## src/rtl/adc_seq_params.svh

```systemverilog
// Register offsets, field positions, reset values and timing counts for the ADC sequencer
`ifndef ADC_SEQ_PARAMS_SVH
`define ADC_SEQ_PARAMS_SVH

// Register offsets
`define OFS_RESULT_LOW 8'hba
`define OFS_RESULT_HIGH 8'hbb
`define OFS_CTRL_FIRST 8'hb4
`define OFS_SEQ_CTRL 8'hb5
`define OFS_EXTRA_CTRL 8'hb6
`define OFS_AIN_CFG 8'hf2

// Control register fields
`define CF_EOC 7
`define CF_ST 6
`define CF_START_SOURCE_SELECT_HI 5
`define CF_START_SOURCE_SELECT_LO 4
`define CF_LOW_RESET 4'h3
`define START_SOURCE_SELECT_RESET 2'h3

// Sequence and extra control fields
`define SC_REF_HI 7
`define SC_REF_LO 6
`define SC_DIV_HI 5
`define SC_DIV_LO 4
`define SC_CH_HI 3
`define SC_CH_LO 0
`define SC_RESET 8'h10
`define EC_RESET 8'h00
`define CFG_RESET 8'h00

// Start source codes
`define START_SOURCE_SELECT_EXT 2'h0
`define START_SOURCE_SELECT_FULL 2'h1
`define START_SOURCE_SELECT_TMR 2'h2
`define START_SOURCE_SELECT_SW 2'h3

// Channel codes
`define CH_FIRST_DIFF 4'h8
`define CH_LAST_SEQ 4'hc

// Converter clock is the system clock divided by this
`define ADC_CLK_DIV 3'h6
`define SETTLE_TICKS 10'h010
`define DEC_64 10'h040
`define DEC_128 10'h080
`define DEC_256 10'h100
`define DEC_512 10'h200

`endif

```

## src/rtl/adc_seq_pkg.sv

```systemverilog
// Types for the ADC sequencer
package adc_seq_pkg;
    typedef enum logic [3:0] {
        ST_IDLE = 4'b0001,
        ST_PICK = 4'b0010,
        ST_CONV = 4'b0100,
        ST_END = 4'b1000
    } seq_state_t;
    typedef logic [3:0] chan_t;
    typedef logic [13:0] result_t;
endpackage : adc_seq_pkg

```

## src/rtl/adc_sequencer_control.sv

```systemverilog
// Digital control of a delta-sigma ADC: sequencing, start sources, results, triggers
//
// How it works
// - Last channel below 8 converts channels 0 up to it in order.
// - Codes 0-7 single pins, 8-11 pin pairs, 12-15 gnd/ref/temp/supply3.
// - Last channel 8-12 starts at 8; above 12 converts only that channel.
// - Sequence skips a channel whose analog input is not enabled.
// - Differential sequence channels need both pins enabled, else skipped.
// - Done flag sets at conversion end, clears on high result read.
// - Software start launches only with source 11 and idle; clears at end.
// - Start source picks pin edge, back to back, timer event or software bit.
// - Source codes: 00 pin, 01 full speed, 10 timer, 11 software bit.
// - Writing extra control starts one conversion with its own fields.
// - Results are two's complement from the converter sample.
// - Low result holds result bits 5:0 in 7:2; bits 1:0 read zero.
// - High result holds result bits 13:6, resets to zero.
// - Reading last-channel field returns channel of held result.
// - Converter clock is system clock divided by 6.
// - Conversion lasts decimation rate plus 16 converter clock periods.
// - Decimation setting also sets resolution, 8 to 13 bits.
// - Interrupt pulses only when an extra conversion completes.
// - DMA trigger pulses for each sequence conversion, never for extra.
// - Eight per-channel DMA triggers, one for each single-ended code.
// - Any-channel DMA trigger pulses for every sequence conversion.
// - Reference select offers internal, supply, input 7, inputs 6-7.
// - Reference codes: 00 internal, 01 input 7, 10 supply, 11 pair 6-7.
`timescale 1ns/1ps
`include "adc_seq_params.svh"

module adc_sequencer_control
    import adc_seq_pkg::*;
(
    // Clock and reset
    input wire logic clk_i,
    input wire logic nrst_i,
    // Register port
    input wire logic [7:0] addr_i,
    input wire logic [7:0] wdata_i,
    input wire logic wr_i,
    input wire logic rd_i,
    output logic [7:0] rdata_o,
    // Start events
    input wire logic ext_trig_pin_i,
    input wire logic timer_evt_i,
    // Modulator side
    input wire logic [13:0] sample_i,
    output logic [3:0] mux_ch_o,
    output logic [1:0] ref_sel_o,
    output logic [1:0] dec_sel_o,
    output logic conv_run_o,
    output logic adc_clk_en_o,
    // Events
    output logic irq_o,
    output logic [7:0] per_channel_dma_trigger_o,
    output logic any_channel_dma_trigger_o
);

    ////////////////////////////////////////////////////////////////////////
    // Registers and state

    logic eoc_r;
    logic st_r;
    logic [1:0] start_source_select_r;
    logic [3:0] ctrl_low_r;
    logic [7:0] seq_ctrl_r;
    logic [7:0] extra_ctrl_r;
    logic [7:0] ain_cfg_r;
    result_t result_r;
    chan_t result_ch_r;
    logic [7:0] rdata_r;
    seq_state_t state_r;
    chan_t cur_ch_r;
    chan_t last_ch_r;
    logic extra_pend_r;
    logic conv_extra_r;
    logic [1:0] conv_ref_r;
    logic [1:0] conv_div_r;
    logic [2:0] pre_r;
    logic tick_r;
    logic [9:0] tick_cnt_r;
    logic [2:0] pin_sync_r;
    logic pin_level_r;
    logic irq_r;
    logic [7:0] dma_ch_r;
    logic dma_all_r;

    logic wr_ctrl;
    logic wr_extra;
    logic trig_edge;
    logic seq_start;
    logic conv_done;
    logic single_mode;
    logic [9:0] conv_len;

    assign wr_ctrl = wr_i && (addr_i == `OFS_CTRL_FIRST);
    assign wr_extra = wr_i && (addr_i == `OFS_EXTRA_CTRL);

    // Channel usable in a sequence given the input enables
    function automatic logic chan_ok(input chan_t ch, input logic [7:0] cfg);
        logic ok;
        ok = 1'b1;
        if (ch < `CH_FIRST_DIFF) begin
            ok = cfg[ch[2:0]];
        end else if (ch < `CH_LAST_SEQ) begin
            ok = cfg[{ch[1:0], 1'b0}] & cfg[{ch[1:0], 1'b1}];
        end
        return ok;
    endfunction : chan_ok

    ////////////////////////////////////////////////////////////////////////
    // Start sources

    // Pin edge counts once the second and third stages agree
    always_ff @(posedge clk_i) begin
        if (!nrst_i) begin
            pin_sync_r <= 3'h0;
            pin_level_r <= 1'b0;
        end else begin
            pin_sync_r <= {pin_sync_r[1:0], ext_trig_pin_i};
            if (pin_sync_r[2] == pin_sync_r[1]) begin
                pin_level_r <= pin_sync_r[2];
            end
        end
    end

    assign trig_edge = (pin_sync_r[2] == pin_sync_r[1]) && pin_sync_r[2] && !pin_level_r;

    always_comb begin
        case (start_source_select_r)
            `START_SOURCE_SELECT_EXT: seq_start = trig_edge;
            `START_SOURCE_SELECT_FULL: seq_start = 1'b1;
            `START_SOURCE_SELECT_TMR: seq_start = timer_evt_i;
            default: seq_start = st_r;
        endcase
    end

    ////////////////////////////////////////////////////////////////////////
    // Converter clock and conversion timing

    // Ticks keep running, so a conversion starts at whatever phase the divider is in
    always_ff @(posedge clk_i) begin
        if (!nrst_i) begin
            pre_r <= 3'h0;
            tick_r <= 1'b0;
        end else begin
            tick_r <= (pre_r == `ADC_CLK_DIV - 3'h1);
            pre_r <= (pre_r == `ADC_CLK_DIV - 3'h1) ? 3'h0 : pre_r + 3'h1;
        end
    end

    always_comb begin
        case (conv_div_r)
            2'h0: conv_len = `DEC_64 + `SETTLE_TICKS;
            2'h1: conv_len = `DEC_128 + `SETTLE_TICKS;
            2'h2: conv_len = `DEC_256 + `SETTLE_TICKS;
            default: conv_len = `DEC_512 + `SETTLE_TICKS;
        endcase
    end

    always_ff @(posedge clk_i) begin
        if (!nrst_i) begin
            tick_cnt_r <= 10'h000;
        end else if (state_r != ST_CONV) begin
            tick_cnt_r <= 10'h000;
        end else if (tick_r) begin
            tick_cnt_r <= tick_cnt_r + 10'h001;
        end
    end

    assign conv_done = (state_r == ST_CONV) && tick_r && (tick_cnt_r == conv_len - 10'h001);
    assign single_mode = last_ch_r > `CH_LAST_SEQ;

    ////////////////////////////////////////////////////////////////////////
    // Sequencer

    always_ff @(posedge clk_i) begin
        if (!nrst_i) begin
            state_r <= ST_IDLE;
            cur_ch_r <= 4'h0;
            last_ch_r <= 4'h0;
            conv_extra_r <= 1'b0;
            conv_ref_r <= 2'h0;
            conv_div_r <= 2'h0;
        end else begin
            case (state_r)
                ST_IDLE: begin
                    if (extra_pend_r) begin
                        conv_extra_r <= 1'b1;
                        cur_ch_r <= extra_ctrl_r[`SC_CH_HI:`SC_CH_LO];
                        conv_ref_r <= extra_ctrl_r[`SC_REF_HI:`SC_REF_LO];
                        conv_div_r <= extra_ctrl_r[`SC_DIV_HI:`SC_DIV_LO];
                        state_r <= ST_CONV;
                    end else if (seq_start) begin
                        conv_extra_r <= 1'b0;
                        last_ch_r <= seq_ctrl_r[`SC_CH_HI:`SC_CH_LO];
                        conv_ref_r <= seq_ctrl_r[`SC_REF_HI:`SC_REF_LO];
                        conv_div_r <= seq_ctrl_r[`SC_DIV_HI:`SC_DIV_LO];
                        if (seq_ctrl_r[`SC_CH_HI:`SC_CH_LO] < `CH_FIRST_DIFF) begin
                            cur_ch_r <= 4'h0;
                        end else if (seq_ctrl_r[`SC_CH_HI:`SC_CH_LO] <= `CH_LAST_SEQ) begin
                            cur_ch_r <= `CH_FIRST_DIFF;
                        end else begin
                            cur_ch_r <= seq_ctrl_r[`SC_CH_HI:`SC_CH_LO];
                        end
                        state_r <= ST_PICK;
                    end
                end
                ST_PICK: begin
                    if (single_mode || chan_ok(cur_ch_r, ain_cfg_r)) begin
                        state_r <= ST_CONV;
                    end else if (cur_ch_r == last_ch_r) begin
                        state_r <= ST_END;
                    end else begin
                        cur_ch_r <= cur_ch_r + 4'h1;
                    end
                end
                ST_CONV: begin
                    if (conv_done) begin
                        if (conv_extra_r) begin
                            state_r <= ST_IDLE;
                        end else if (single_mode || cur_ch_r == last_ch_r) begin
                            state_r <= ST_END;
                        end else begin
                            cur_ch_r <= cur_ch_r + 4'h1;
                            state_r <= ST_PICK;
                        end
                    end
                end
                // Sequence over; idle state serves a pending extra first
                ST_END: state_r <= ST_IDLE;
                default: state_r <= ST_IDLE;
            endcase
        end
    end

    // Extra request waits for any running conversion or sequence
    always_ff @(posedge clk_i) begin
        if (!nrst_i) begin
            extra_pend_r <= 1'b0;
        end else if (wr_extra) begin
            extra_pend_r <= 1'b1;
        end else if (state_r == ST_IDLE) begin
            extra_pend_r <= 1'b0;
        end
    end

    ////////////////////////////////////////////////////////////////////////
    // Results and status

    always_ff @(posedge clk_i) begin
        if (!nrst_i) begin
            result_r <= 14'h0000;
            result_ch_r <= 4'h0;
        end else if (conv_done) begin
            case (conv_div_r)
                2'h0: result_r <= {sample_i[13:6], 6'h00};
                2'h1: result_r <= {sample_i[13:4], 4'h0};
                2'h2: result_r <= {sample_i[13:2], 2'h0};
                default: result_r <= {sample_i[13:1], 1'b0};
            endcase
            result_ch_r <= cur_ch_r;
        end
    end

    // A finishing conversion beats the clearing read
    always_ff @(posedge clk_i) begin
        if (!nrst_i) begin
            eoc_r <= 1'b0;
        end else if (conv_done) begin
            eoc_r <= 1'b1;
        end else if (rd_i && addr_i == `OFS_RESULT_HIGH) begin
            eoc_r <= 1'b0;
        end
    end

    // Start bit: accepted only when idle with software source
    always_ff @(posedge clk_i) begin
        if (!nrst_i) begin
            st_r <= 1'b0;
        end else if (state_r == ST_END) begin
            st_r <= 1'b0;
        end else if (wr_ctrl && wdata_i[`CF_ST] && state_r == ST_IDLE
                     && wdata_i[`CF_START_SOURCE_SELECT_HI:`CF_START_SOURCE_SELECT_LO] == `START_SOURCE_SELECT_SW) begin
            st_r <= 1'b1;
        end
    end

    ////////////////////////////////////////////////////////////////////////
    // Register port

    always_ff @(posedge clk_i) begin
        if (!nrst_i) begin
            start_source_select_r <= `START_SOURCE_SELECT_RESET;
            ctrl_low_r <= `CF_LOW_RESET;
            seq_ctrl_r <= `SC_RESET;
            extra_ctrl_r <= `EC_RESET;
            ain_cfg_r <= `CFG_RESET;
        end else if (wr_i) begin
            if (addr_i == `OFS_CTRL_FIRST) begin
                start_source_select_r <= wdata_i[`CF_START_SOURCE_SELECT_HI:`CF_START_SOURCE_SELECT_LO];
                ctrl_low_r <= wdata_i[3:0];
            end else if (addr_i == `OFS_SEQ_CTRL) begin
                seq_ctrl_r <= wdata_i;
            end else if (addr_i == `OFS_EXTRA_CTRL) begin
                extra_ctrl_r <= wdata_i;
            end else if (addr_i == `OFS_AIN_CFG) begin
                ain_cfg_r <= wdata_i;
            end
        end
    end

    always_ff @(posedge clk_i) begin
        if (!nrst_i) begin
            rdata_r <= 8'h00;
        end else if (!rd_i) begin
            rdata_r <= 8'h00;
        end else if (addr_i == `OFS_RESULT_LOW) begin
            rdata_r <= {result_r[5:0], 2'h0};
        end else if (addr_i == `OFS_RESULT_HIGH) begin
            rdata_r <= result_r[13:6];
        end else if (addr_i == `OFS_CTRL_FIRST) begin
            rdata_r <= {eoc_r, st_r, start_source_select_r, ctrl_low_r};
        end else if (addr_i == `OFS_SEQ_CTRL) begin
            rdata_r <= {seq_ctrl_r[7:4], result_ch_r};
        end else if (addr_i == `OFS_EXTRA_CTRL) begin
            rdata_r <= extra_ctrl_r;
        end else if (addr_i == `OFS_AIN_CFG) begin
            rdata_r <= ain_cfg_r;
        end else begin
            rdata_r <= 8'h00;
        end
    end

    ////////////////////////////////////////////////////////////////////////
    // Outputs

    always_ff @(posedge clk_i) begin
        if (!nrst_i) begin
            irq_r <= 1'b0;
            dma_ch_r <= 8'h00;
            dma_all_r <= 1'b0;
        end else begin
            irq_r <= conv_done && conv_extra_r;
            dma_all_r <= conv_done && !conv_extra_r;
            for (int i = 0; i < 8; i++) begin
                dma_ch_r[i] <= conv_done && !conv_extra_r
                               && cur_ch_r == 4'(i);
            end
        end
    end

    // Modulator sees settings frozen for the whole conversion
    assign mux_ch_o = cur_ch_r;
    assign ref_sel_o = conv_ref_r;
    assign dec_sel_o = conv_div_r;
    assign conv_run_o = state_r[2];
    assign adc_clk_en_o = tick_r;
    assign rdata_o = rdata_r;
    assign irq_o = irq_r;
    assign per_channel_dma_trigger_o = dma_ch_r;
    assign any_channel_dma_trigger_o = dma_all_r;

endmodule : adc_sequencer_control

```

## config.mk

```make
export PLATFORM = sky130hd
export DESIGN_NAME = adc_sequencer_control
export DESIGN_NICKNAME = d
export VERILOG_FILES = /design/src/rtl/adc_seq_pkg.sv /design/src/rtl/adc_sequencer_control.sv
export VERILOG_INCLUDE_DIRS = /design/src /design/src/rtl
export SDC_FILE = /design/constraint.sdc
export NUM_CORES = 1
export LEC_CHECK = 0
export CAP_MARGIN = 20
export CORE_AREA = 2 2 87 151
export DETAILED_ROUTE_END_ITERATION = 10
export DIE_AREA = 0 0 89 153
export DONT_BUFFER_PORTS = 1
export GPL_TIMING_DRIVEN = 0
export PLACE_DENSITY = 0.61
export SYNTH_ARGS = -nofsm -noshare
export SYNTH_HDL_FRONTEND = slang
export SYNTH_SLANG_ARGS = --single-unit
```

## constraint.sdc

```tcl
create_clock -name clk_i -period 3.6 [get_ports clk_i]
set_input_delay 0.36 -clock clk_i [delete_from_list [all_inputs] [get_ports clk_i]]
set_output_delay 0.36 -clock clk_i [all_outputs]
set_load 0.01 [all_outputs]
```

==> results of run 1 <==
==> per-stage QoR <==
| stage | util [%] | hold slack [ps] |
|---|---|---|
| after detailed placement | 40.6 | 436 |
| final | 42.8 | 132 |
| after CTS | 42.8 | 133 |
| after floorplan | - | 412 |
| after global placement | 40.6 | 431 |
| after global routing | 42.8 | 135 |
==> metal layers <==
| layer | track usage, % | part of all wire, % | wire length (µm) |
|---|---|---|---|
| met2 | 34.1 | 53 | 6750 |
| met3 | 3.35 | 5.5 | 701 |
| met4 | 9.74 | 4.3 | 555 |
| met1 | 22.0 | 37 | 4800 |
| met5 | 0 | 0 | 0 |
==> power by group <==
part	internal, µW	switching [µW]
clock network	502	417
registers	1150	4.70
logic	54.9	79.4
total	1700	501
==> cell families after synthesis <==
group           after synthesis  share of synthesized area (%)
compound gates               97                           15.0
simple gates                199                           24.5
fa+ha+maj                     8                           2.07
mux                          47                           9.84
flops                       103                           42.7
xor+xnor                     14                           2.54
buf+inv                      35                           3.42
==> area by class of cell <==
class	count	share of cell area, %
inverter	6	0.423
clock inverter	3	0.353
tap	168	3.95
buffer	29	2.68
multi-input combinational	365	48.9
clock buffer	12	4.82
timing repair buffer	1	0.0940
sequential	103	38.7
==> synth_stat cells, types with 4 or more instances <==
library cell | count | area (µm²)
dfxtp_1 | 103 | 2060
mux2i_1 | 43 | 430
nor2b_1 | 41 | 257
nand2_1 | 36 | 135
nand3_1 | 30 | 150
nor2_1 | 24 | 90.1
a21oi_1 | 17 | 85.1
and2_1 | 13 | 81.3
clkbuf_1 | 13 | 48.8
o21ai_0 | 13 | 65.1
a21boi_0 | 12 | 90.1
buf_2 | 12 | 60.1
a222oi_1 | 9 | 90.1
o211ai_1 | 9 | 67.6
xor2_1 | 9 | 78.8
ha_1 | 8 | 100
nand2b_1 | 7 | 43.8
and3_1 | 6 | 37.5
inv_1 | 6 | 22.5
a21boi_1 | 5 | 37.5
a22oi_1 | 5 | 37.5
nor3_1 | 5 | 25.0
xnor2_1 | 5 | 43.8
a221oi_1 | 4 | 35.0
mux2_2 | 4 | 45.0
nand3b_1 | 4 | 30.0
nand4_1 | 4 | 25.0
==> state kept, by name, indices dropped and copies added (netlist names), 3 cells and up <==
register / count
ain_cfg_r: 8
ctrl_low_r: 4
extra_ctrl_r: 8
last_ch_r: 4
mux_ch_o: 4
per_channel_dma_trigger_o: 8
pin_sync_r: 3
pre_r: 3
rdata_o: 8
result_ch_r: 4
result_r: 13
seq_ctrl_r: 8
state_r: 4
tick_cnt_r: 10
==> final timing paths <==
| check | cells after the start | from | endpoint | slack [ps] |
|---|---|---|---|---|
| worst max register to register | 7 | mux_ch_o[0] | mux_ch_o[0] | 1290 |
| worst min register to register | 1 | pre_r[0] | pre_r[0] | 450 |
| worst max-delay path | 7 | mux_ch_o[0] | mux_ch_o[0] | 1290 |
| worst min-delay path | 1 | ext_trig_pin_i | pin_sync_r[0] | 130 |
==> impl_metrics.env, run 1 <==
export IMPL_max_clock_freq_mhz=432
export IMPL_die_area_um2=13600
export IMPL_fin_nets=559
export IMPL_placed_cells_incl_taps=672
export IMPL_final_max_slew_violation_count=0
export IMPL_crit_type="register to register"
export IMPL_final_cells=687
export IMPL_path_delay_family="compound AO/OA/AOI/OAI gates"
export IMPL_synthArstFlopShare_pct=0
export IMPL_cts_buffers_inserted=9
export IMPL_synth_area_per_cell_um2=9.61
export IMPL_root_buffer="clkbuf_16"
export IMPL_max_clock_path_buffers=2
export IMPL_cts_resized_gates=0
export IMPL_tns_ps=0
export IMPL_post_drt_via_cell_ratio=5.58
export IMPL_setup_viol=0
export IMPL_grtUsageTotal_pct=19.5
export IMPL_multiInputGateArea_um2=2610
export IMPL_initial_core_util_pct=38.9
export IMPL_total_leakage_power_uw=0.00181
export IMPL_synth_enable_flop_cells=0
export IMPL_ys_seq_area_share_pct=42.7
export IMPL_crit_buf_inv=1
export IMPL_rsz0062_at_grt="no"
export IMPL_seq_area_um2=2060
export IMPL_place_area_um2=5050
export IMPL_ys_ff_latch=103
export IMPL_overflow=0
export IMPL_dp_worst_setup_slack_ps=1320
export IMPL_chipWidth_um=89
export IMPL_grt_max_degree=16
export IMPL_final_cell_mix="dfxtp_1, mux2i_1, nor2b_1"
export IMPL_port_buffers=0
export IMPL_fillCellCount=1229
export IMPL_die_h_um=153
export IMPL_ant_nets=0
export IMPL_run_status="finished clean"
export IMPL_dpl_hpwl_um=9800
export IMPL_cts_setup_buffers=0
export IMPL_final_common_cell="dfxtp_1"
export IMPL_core_um2=12400
export IMPL_fin_skew_ps=9.23
export IMPL_irDropWorstVdd_v=0.000270
export IMPL_critPathMaxFanout=10
export IMPL_finalPower_uw=2210
export IMPL_drc=0
export IMPL_wire_per_inst_um=18.6
export IMPL_drt_iter0_markers=313
export IMPL_wirelength_um=12800
export IMPL_ys_types=65
export IMPL_diodes=0
export IMPL_crit_slowest_cell="dfxtp_1"
export IMPL_design_area_um2=5320
export IMPL_dr_pass1_iters=5
export IMPL_min_period_ps=2310
export IMPL_cts_tree="done"
export IMPL_synthesis_nets=547
export IMPL_clk_pin_slew_ps=70
export IMPL_io_pins=64
export IMPL_synth_warnings=0
export IMPL_end_kind="register"
export IMPL_cp_cell_sequence="buf_2 > mux2i_1 > o221ai_1 > a21boi_0 > a21oi_2 > or2_4 > o22ai_2"
export IMPL_worst_slack_ps=1290
export IMPL_rows=54
export IMPL_hold_path_class="input port to register"
export IMPL_cp_required_ps=3880
export IMPL_syn_inst=503
export IMPL_worstMarginPinSlew_ps=1070
export IMPL_postCtsHoldBufs=0
export IMPL_synth_area_um2=4830
export IMPL_vias=3836
export IMPL_fin_crit_sh_pct=64.3
export IMPL_cts_htree_levels=3
export IMPL_area_growth_syn_to_layout_pct=10.2
export IMPL_grt_pass1_wl_um=20200
export IMPL_setup_worst_path_start_class="register"
export IMPL_antenna_found_initial=0
export IMPL_critPathArrivalTime_ps=2590
export IMPL_place_congestion=0.879
export IMPL_finalHoldViolations=0
export IMPL_clock_latency_ps=350
export IMPL_drive_gt1_share_pct=11.4
export IMPL_cap_violations=0
export IMPL_relSlewSlack_pct=28.6
export IMPL_power_density_nw_per_um2=414
export IMPL_numClockSinks=103
export IMPL_grt_pass1_vias=3831
export IMPL_ys_flop_type="dfxtp_1"
export IMPL_slowest_delay_ps=590
No activity file was read; power rests on OpenSTA's default activity.
==> run 2, diff against run 1 <==
- clock period: 3.6 -> 2.3 ns (I/O delays scaled with it)
==> impl_metrics.env, run 2 (synthesis results as in run 1) <==
export IMPL_run_status="finished clean"
export IMPL_setup_worst_path_start_class="register"
export IMPL_cp_cell_sequence="buf_2 > mux2i_1 > o221ai_1 > a21boi_0 > a21oi_2 > a211oi_1 > o22ai_2"
export IMPL_crit_type="register to register"
export IMPL_cp_required_ps=2520
export IMPL_fin_nets=559
export IMPL_largest_reg_flops=13
export IMPL_root_buffer="clkbuf_16"
export IMPL_chipWidth_um=89
export IMPL_post_drt_via_cell_ratio=5.59
export IMPL_grtUsageMet1_pct=22.0
export IMPL_end_kind="register"
export IMPL_port_buffers=0
export IMPL_antenna_found_initial=0
export IMPL_final_common_cell="dfxtp_1"
export IMPL_total_leakage_power_uw=0.00181
export IMPL_final_max_slew_violation_count=0
export IMPL_finalPower_uw=3450
export IMPL_cts_buffers_inserted=9
export IMPL_dpl_hpwl_um=9800
export IMPL_cap_violations=0
export IMPL_irDropWorstVdd_v=0.000423
export IMPL_hp_start="ext_trig_pin_i"
export IMPL_wire_per_inst_um=18.7
export IMPL_ant_nets=0
export IMPL_multiInputGateArea_um2=2610
export IMPL_core_um2=12400
export IMPL_seq_area_um2=2060
export IMPL_fillCellCount=1226
export IMPL_worstMarginPinSlew_ps=1020
export IMPL_final_cell_mix="dfxtp_1, mux2i_1, nor2b_1"
export IMPL_reg2reg_to="mux_ch_o[0]"
export IMPL_holdPathStages=1
export IMPL_die_area_um2=13600
export IMPL_relSlewSlack_pct=31.8
export IMPL_drive_gt1_share_pct=11.6
export IMPL_initial_core_util_pct=38.9
export IMPL_vias=3839
export IMPL_grtUsageMet2_pct=34.1
export IMPL_met3_usage_pct=3.35
export IMPL_grt_busiest_layer="met2"
export IMPL_hold_path_end="pin_sync_r[0]"
export IMPL_place_congestion=0.879
export IMPL_dr_pass1_iters=7
export IMPL_fin_crit_sh_pct=94.2
export IMPL_dp_worst_setup_slack_ps=24.0
export IMPL_hold_path_class="input port to register"
export IMPL_reg2reg_from="mux_ch_o[0]"
export IMPL_max_clock_freq_mhz=462
export IMPL_drc=0
export IMPL_power_density_nw_per_um2=648
export IMPL_placed_cells_incl_taps=672
export IMPL_clock_latency_ps=350
export IMPL_drt_iter0_markers=302
export IMPL_tns_ps=0
export IMPL_min_period_ps=2170
export IMPL_area_growth_syn_to_layout_pct=10.3
export IMPL_fin_skew_ps=9.16
export IMPL_critPathArrivalTime_ps=2390
export IMPL_grt_max_degree=16
export IMPL_crit_slowest_cell="dfxtp_2"
export IMPL_postCtsHoldBufs=0
export IMPL_cts_htree_levels=3
export IMPL_wirelength_um=12800
export IMPL_slowest_delay_ps=470
export IMPL_worst_slack_ps=134
export IMPL_max_clock_path_buffers=2
export IMPL_critPathMaxFanout=10
export IMPL_clk_pin_slew_ps=70
export IMPL_overflow=0
export IMPL_finalHoldViolations=0
export IMPL_reg2reg_slack_ps=130
export IMPL_cts_resized_gates=1
export IMPL_cts_tree="done"
export IMPL_grt_pass1_vias=3831
export IMPL_die_h_um=153
export IMPL_diodes=0
export IMPL_cts_setup_buffers=0
export IMPL_worstRegToRegCells=7
export IMPL_numClockSinks=103
export IMPL_final_cells=687
export IMPL_setup_viol=0
export IMPL_io_pins=64
export IMPL_rows=54
export IMPL_grtUsageTotal_pct=19.5
export IMPL_grt_pass1_wl_um=20200
export IMPL_top_regs="result_r x13, tick_cnt_r x10"
export IMPL_hold_slack_ps=4.06
export IMPL_max_flop_register="result_r"
## run 2: cell count changes in the layout (fill, tap and decap cells not counted)
cell,delta
dfxtp_1,-1
dfxtp_2,+1
nor2_2,-1
nor2_4,+1
## run 2: worst max-delay path by stage
stage                  start              to  cells after the start
3_5_place_dp     mux_ch_o[0]     mux_ch_o[0]                      7
4_1_cts        tick_cnt_r[0]     result_r[1]                      8
6_report         mux_ch_o[0]     mux_ch_o[0]                      7
5_1_grt        tick_cnt_r[0]  result_ch_r[2]                      8
3_3_place_gp     mux_ch_o[0]     mux_ch_o[0]                      7
2_1_floorplan    mux_ch_o[0]     mux_ch_o[0]                      7
## run 2: area by class of cell
| type | instances | area share (%) |
|---|---|---|
| Inverter | 6 | 0.423 |
| Sequential cell | 103 | 38.7 |
| Clock inverter | 3 | 0.352 |
| Buffer | 29 | 2.68 |
| Multi-Input combinational cell | 365 | 49.0 |
| Clock buffer | 12 | 4.81 |
| Timing Repair Buffer | 1 | 0.0939 |
| Tap cell | 168 | 3.94 |
## run 2: per-stage QoR
stage	area (µm²)	util, %
2_1_floorplan	4830	-
3_5_place_dp	5050	40.6
3_3_place_gp	5040	40.6
6_report	5330	42.9
5_1_grt	5330	42.9
4_1_cts	5320	42.8
## run 2: power by group
part | leakage (µW) | switching, µW | internal (µW)
combinational | 0.000841 | 126 | 85.9
sequential | 0.000831 | 7.33 | 1800
clock | 0.000138 | 652 | 786
total | 0.00181 | 786 | 2670
## run 2: routing by layer
metal | vias to the layer above | part of all wire [%]
met5 | - | 0
met4 | 0 | 4.4
met3 | 36 | 5.0
met2 | 131 | 53
met1 | 1831 | 38
li1 | 1841 | -
## run 2: worst max-delay path: cells and delay by family, from the launching register on
kind | cells | cell delay [ps]
buf+inv | 1 | 290
compound gates | 5 | 1050
mux | 1 | 250
flops | 1 | 470
==> run 3, diff against run 2 <==
- CORE_AREA: 2 2 87 151 -> 2 2 119 110
- DIE_AREA: 0 0 89 153 -> 0 0 121 112
- PLACE_DENSITY: 0.61 -> 0.62
==> impl_metrics.env, run 3 (synthesis results as in run 1) <==
export IMPL_fin_crit_sh_pct=92.2
export IMPL_final_common_cell="dfxtp_1"
export IMPL_dr_pass1_iters=5
export IMPL_final_max_slew_violation_count=0
export IMPL_chipWidth_um=121
export IMPL_initial_core_util_pct=39.1
export IMPL_total_leakage_power_uw=0.00185
export IMPL_slowest_delay_ps=430
export IMPL_irDropWorstVdd_v=0.000391
export IMPL_worstMarginPinSlew_ps=1070
export IMPL_die_h_um=112
export IMPL_dpl_hpwl_um=9310
export IMPL_cp_required_ps=2580
export IMPL_core_um2=12300
export IMPL_finalHoldViolations=0
export IMPL_ant_nets=0
export IMPL_dp_worst_setup_slack_ps=75.2
export IMPL_critPathArrivalTime_ps=2400
export IMPL_grtUsageTotal_pct=19.4
export IMPL_clock_latency_ps=350
export IMPL_placed_cells_incl_taps=668
export IMPL_drive_gt1_share_pct=12.5
export IMPL_final_cell_mix="dfxtp_1, mux2i_1, nor2b_1"
export IMPL_cts_setup_buffers=0
export IMPL_drc=0
export IMPL_vias=3819
export IMPL_grt_pass1_vias=3791
export IMPL_area_growth_syn_to_layout_pct=12.1
export IMPL_cp_cell_sequence="buf_2 > xor2_1 > o41ai_2 > a22oi_1 > o211ai_2 > or2_4 > o22ai_2"
export IMPL_root_buffer="clkbuf_16"
export IMPL_largest_reg_flops=13
export IMPL_worst_slack_ps=179
export IMPL_wire_per_inst_um=18.6
export IMPL_power_density_nw_per_um2=688
export IMPL_diodes=0
export IMPL_antenna_found_initial=0
export IMPL_critPathMaxFanout=10
export IMPL_min_period_ps=2120
export IMPL_place_area_um2=5040
export IMPL_grt_pass1_wl_um=20400
export IMPL_clk_pin_slew_ps=80
export IMPL_cap_violations=0
export IMPL_cts_buffers_inserted=9
export IMPL_port_buffers=0
export IMPL_grt_max_degree=20
export IMPL_run_status="finished clean"
export IMPL_path_delay_family="compound AO/OA/AOI/OAI gates"
export IMPL_rows=39
export IMPL_place_congestion=0.834
export IMPL_cts_tree="done"
export IMPL_end_kind="register"
export IMPL_design_area_um2=5420
export IMPL_max_clock_path_buffers=2
export IMPL_fin_skew_ps=10.8
export IMPL_fin_util_pct=43.9
export IMPL_drt_iter0_markers=298
export IMPL_post_drt_via_cell_ratio=5.58
export IMPL_max_flop_register="result_r"
export IMPL_io_pins=64
export IMPL_cts_htree_levels=3
export IMPL_hold_path_class="input port to register"
export IMPL_setup_viol=0
export IMPL_crit_buf_inv=1
export IMPL_setup_worst_path_start_class="register"
export IMPL_crit_type="register to register"
export IMPL_fin_nets=560
export IMPL_numClockSinks=103
export IMPL_die_area_um2=13600
export IMPL_max_clock_freq_mhz=472
export IMPL_final_cells=685
export IMPL_wirelength_um=12800
export IMPL_crit_slowest_cell="dfxtp_1"
export IMPL_overflow=0
export IMPL_relSlewSlack_pct=28.5
export IMPL_top_regs="result_r x13, tick_cnt_r x10"
[run 3: power breakdown]
| group | internal (µW) | switching [µW] |
|---|---|---|
| registers | 1800 | 7.79 |
| clock network | 977 | 731 |
| logic | 87.5 | 127 |
| total | 2860 | 866 |
[run 3: metal layers]
layer	GRT usage [%]	vias to the layer above	routed length, µm
li1	-	1848	-
met1	26.1	1821	5810
met5	0	-	0
met4	6.43	0	219
met3	6.10	17	1030
met2	29.6	133	5700
[run 3: metrics by stage]
step                hold WS [ps]  power (µW)  TNS [ps]
finish                      25.6        3730         0
global route                31.1        3840    -0.273
CTS                         20.1        3750         0
detailed placement           362        2060         0
global placement             360        2050         0
floorplan                    357        2010         0
[run 3: area by class of cell]
class,count,area (µm²)
fillers,1174,6930
flip-flops and latches,103,2060
clock buffers,9,225
clock inverters,7,111
inverters,6,22.5
repair buffers,2,15.0
multi-input cells,365,2630
well taps,164,205
plain buffers,29,145
[run 3: path summary, 6_finish.rpt]
kind	slack (ps)	to	cells past startpoint	start
max	180	mux_ch_o[3]	7	mux_ch_o[2]
min	30	seq_ctrl_r[4]	2	wdata_i[4]
max reg2reg	180	mux_ch_o[3]	7	mux_ch_o[2]
min reg2reg	460	pin_sync_r[1]	1	pin_sync_r[0]
[run 3: repair_timing]
| action | in CTS | in global routing |
|---|---|---|
| setup endpoints to repair | 0 | 13 |
| hold endpoints to repair | 1 | 0 |
| hold buffers | 1 | 0 |
| gates resized for setup | 0 | 6 |
[run 3: worst register-to-register path, stage by stage, from the launching register on]
cell	delay [ps]
dfxtp_1	430
buf_2	300
xor2_1	300
o41ai_2	140
a22oi_1	260
o211ai_2	180
or2_4	290
o22ai_2	160
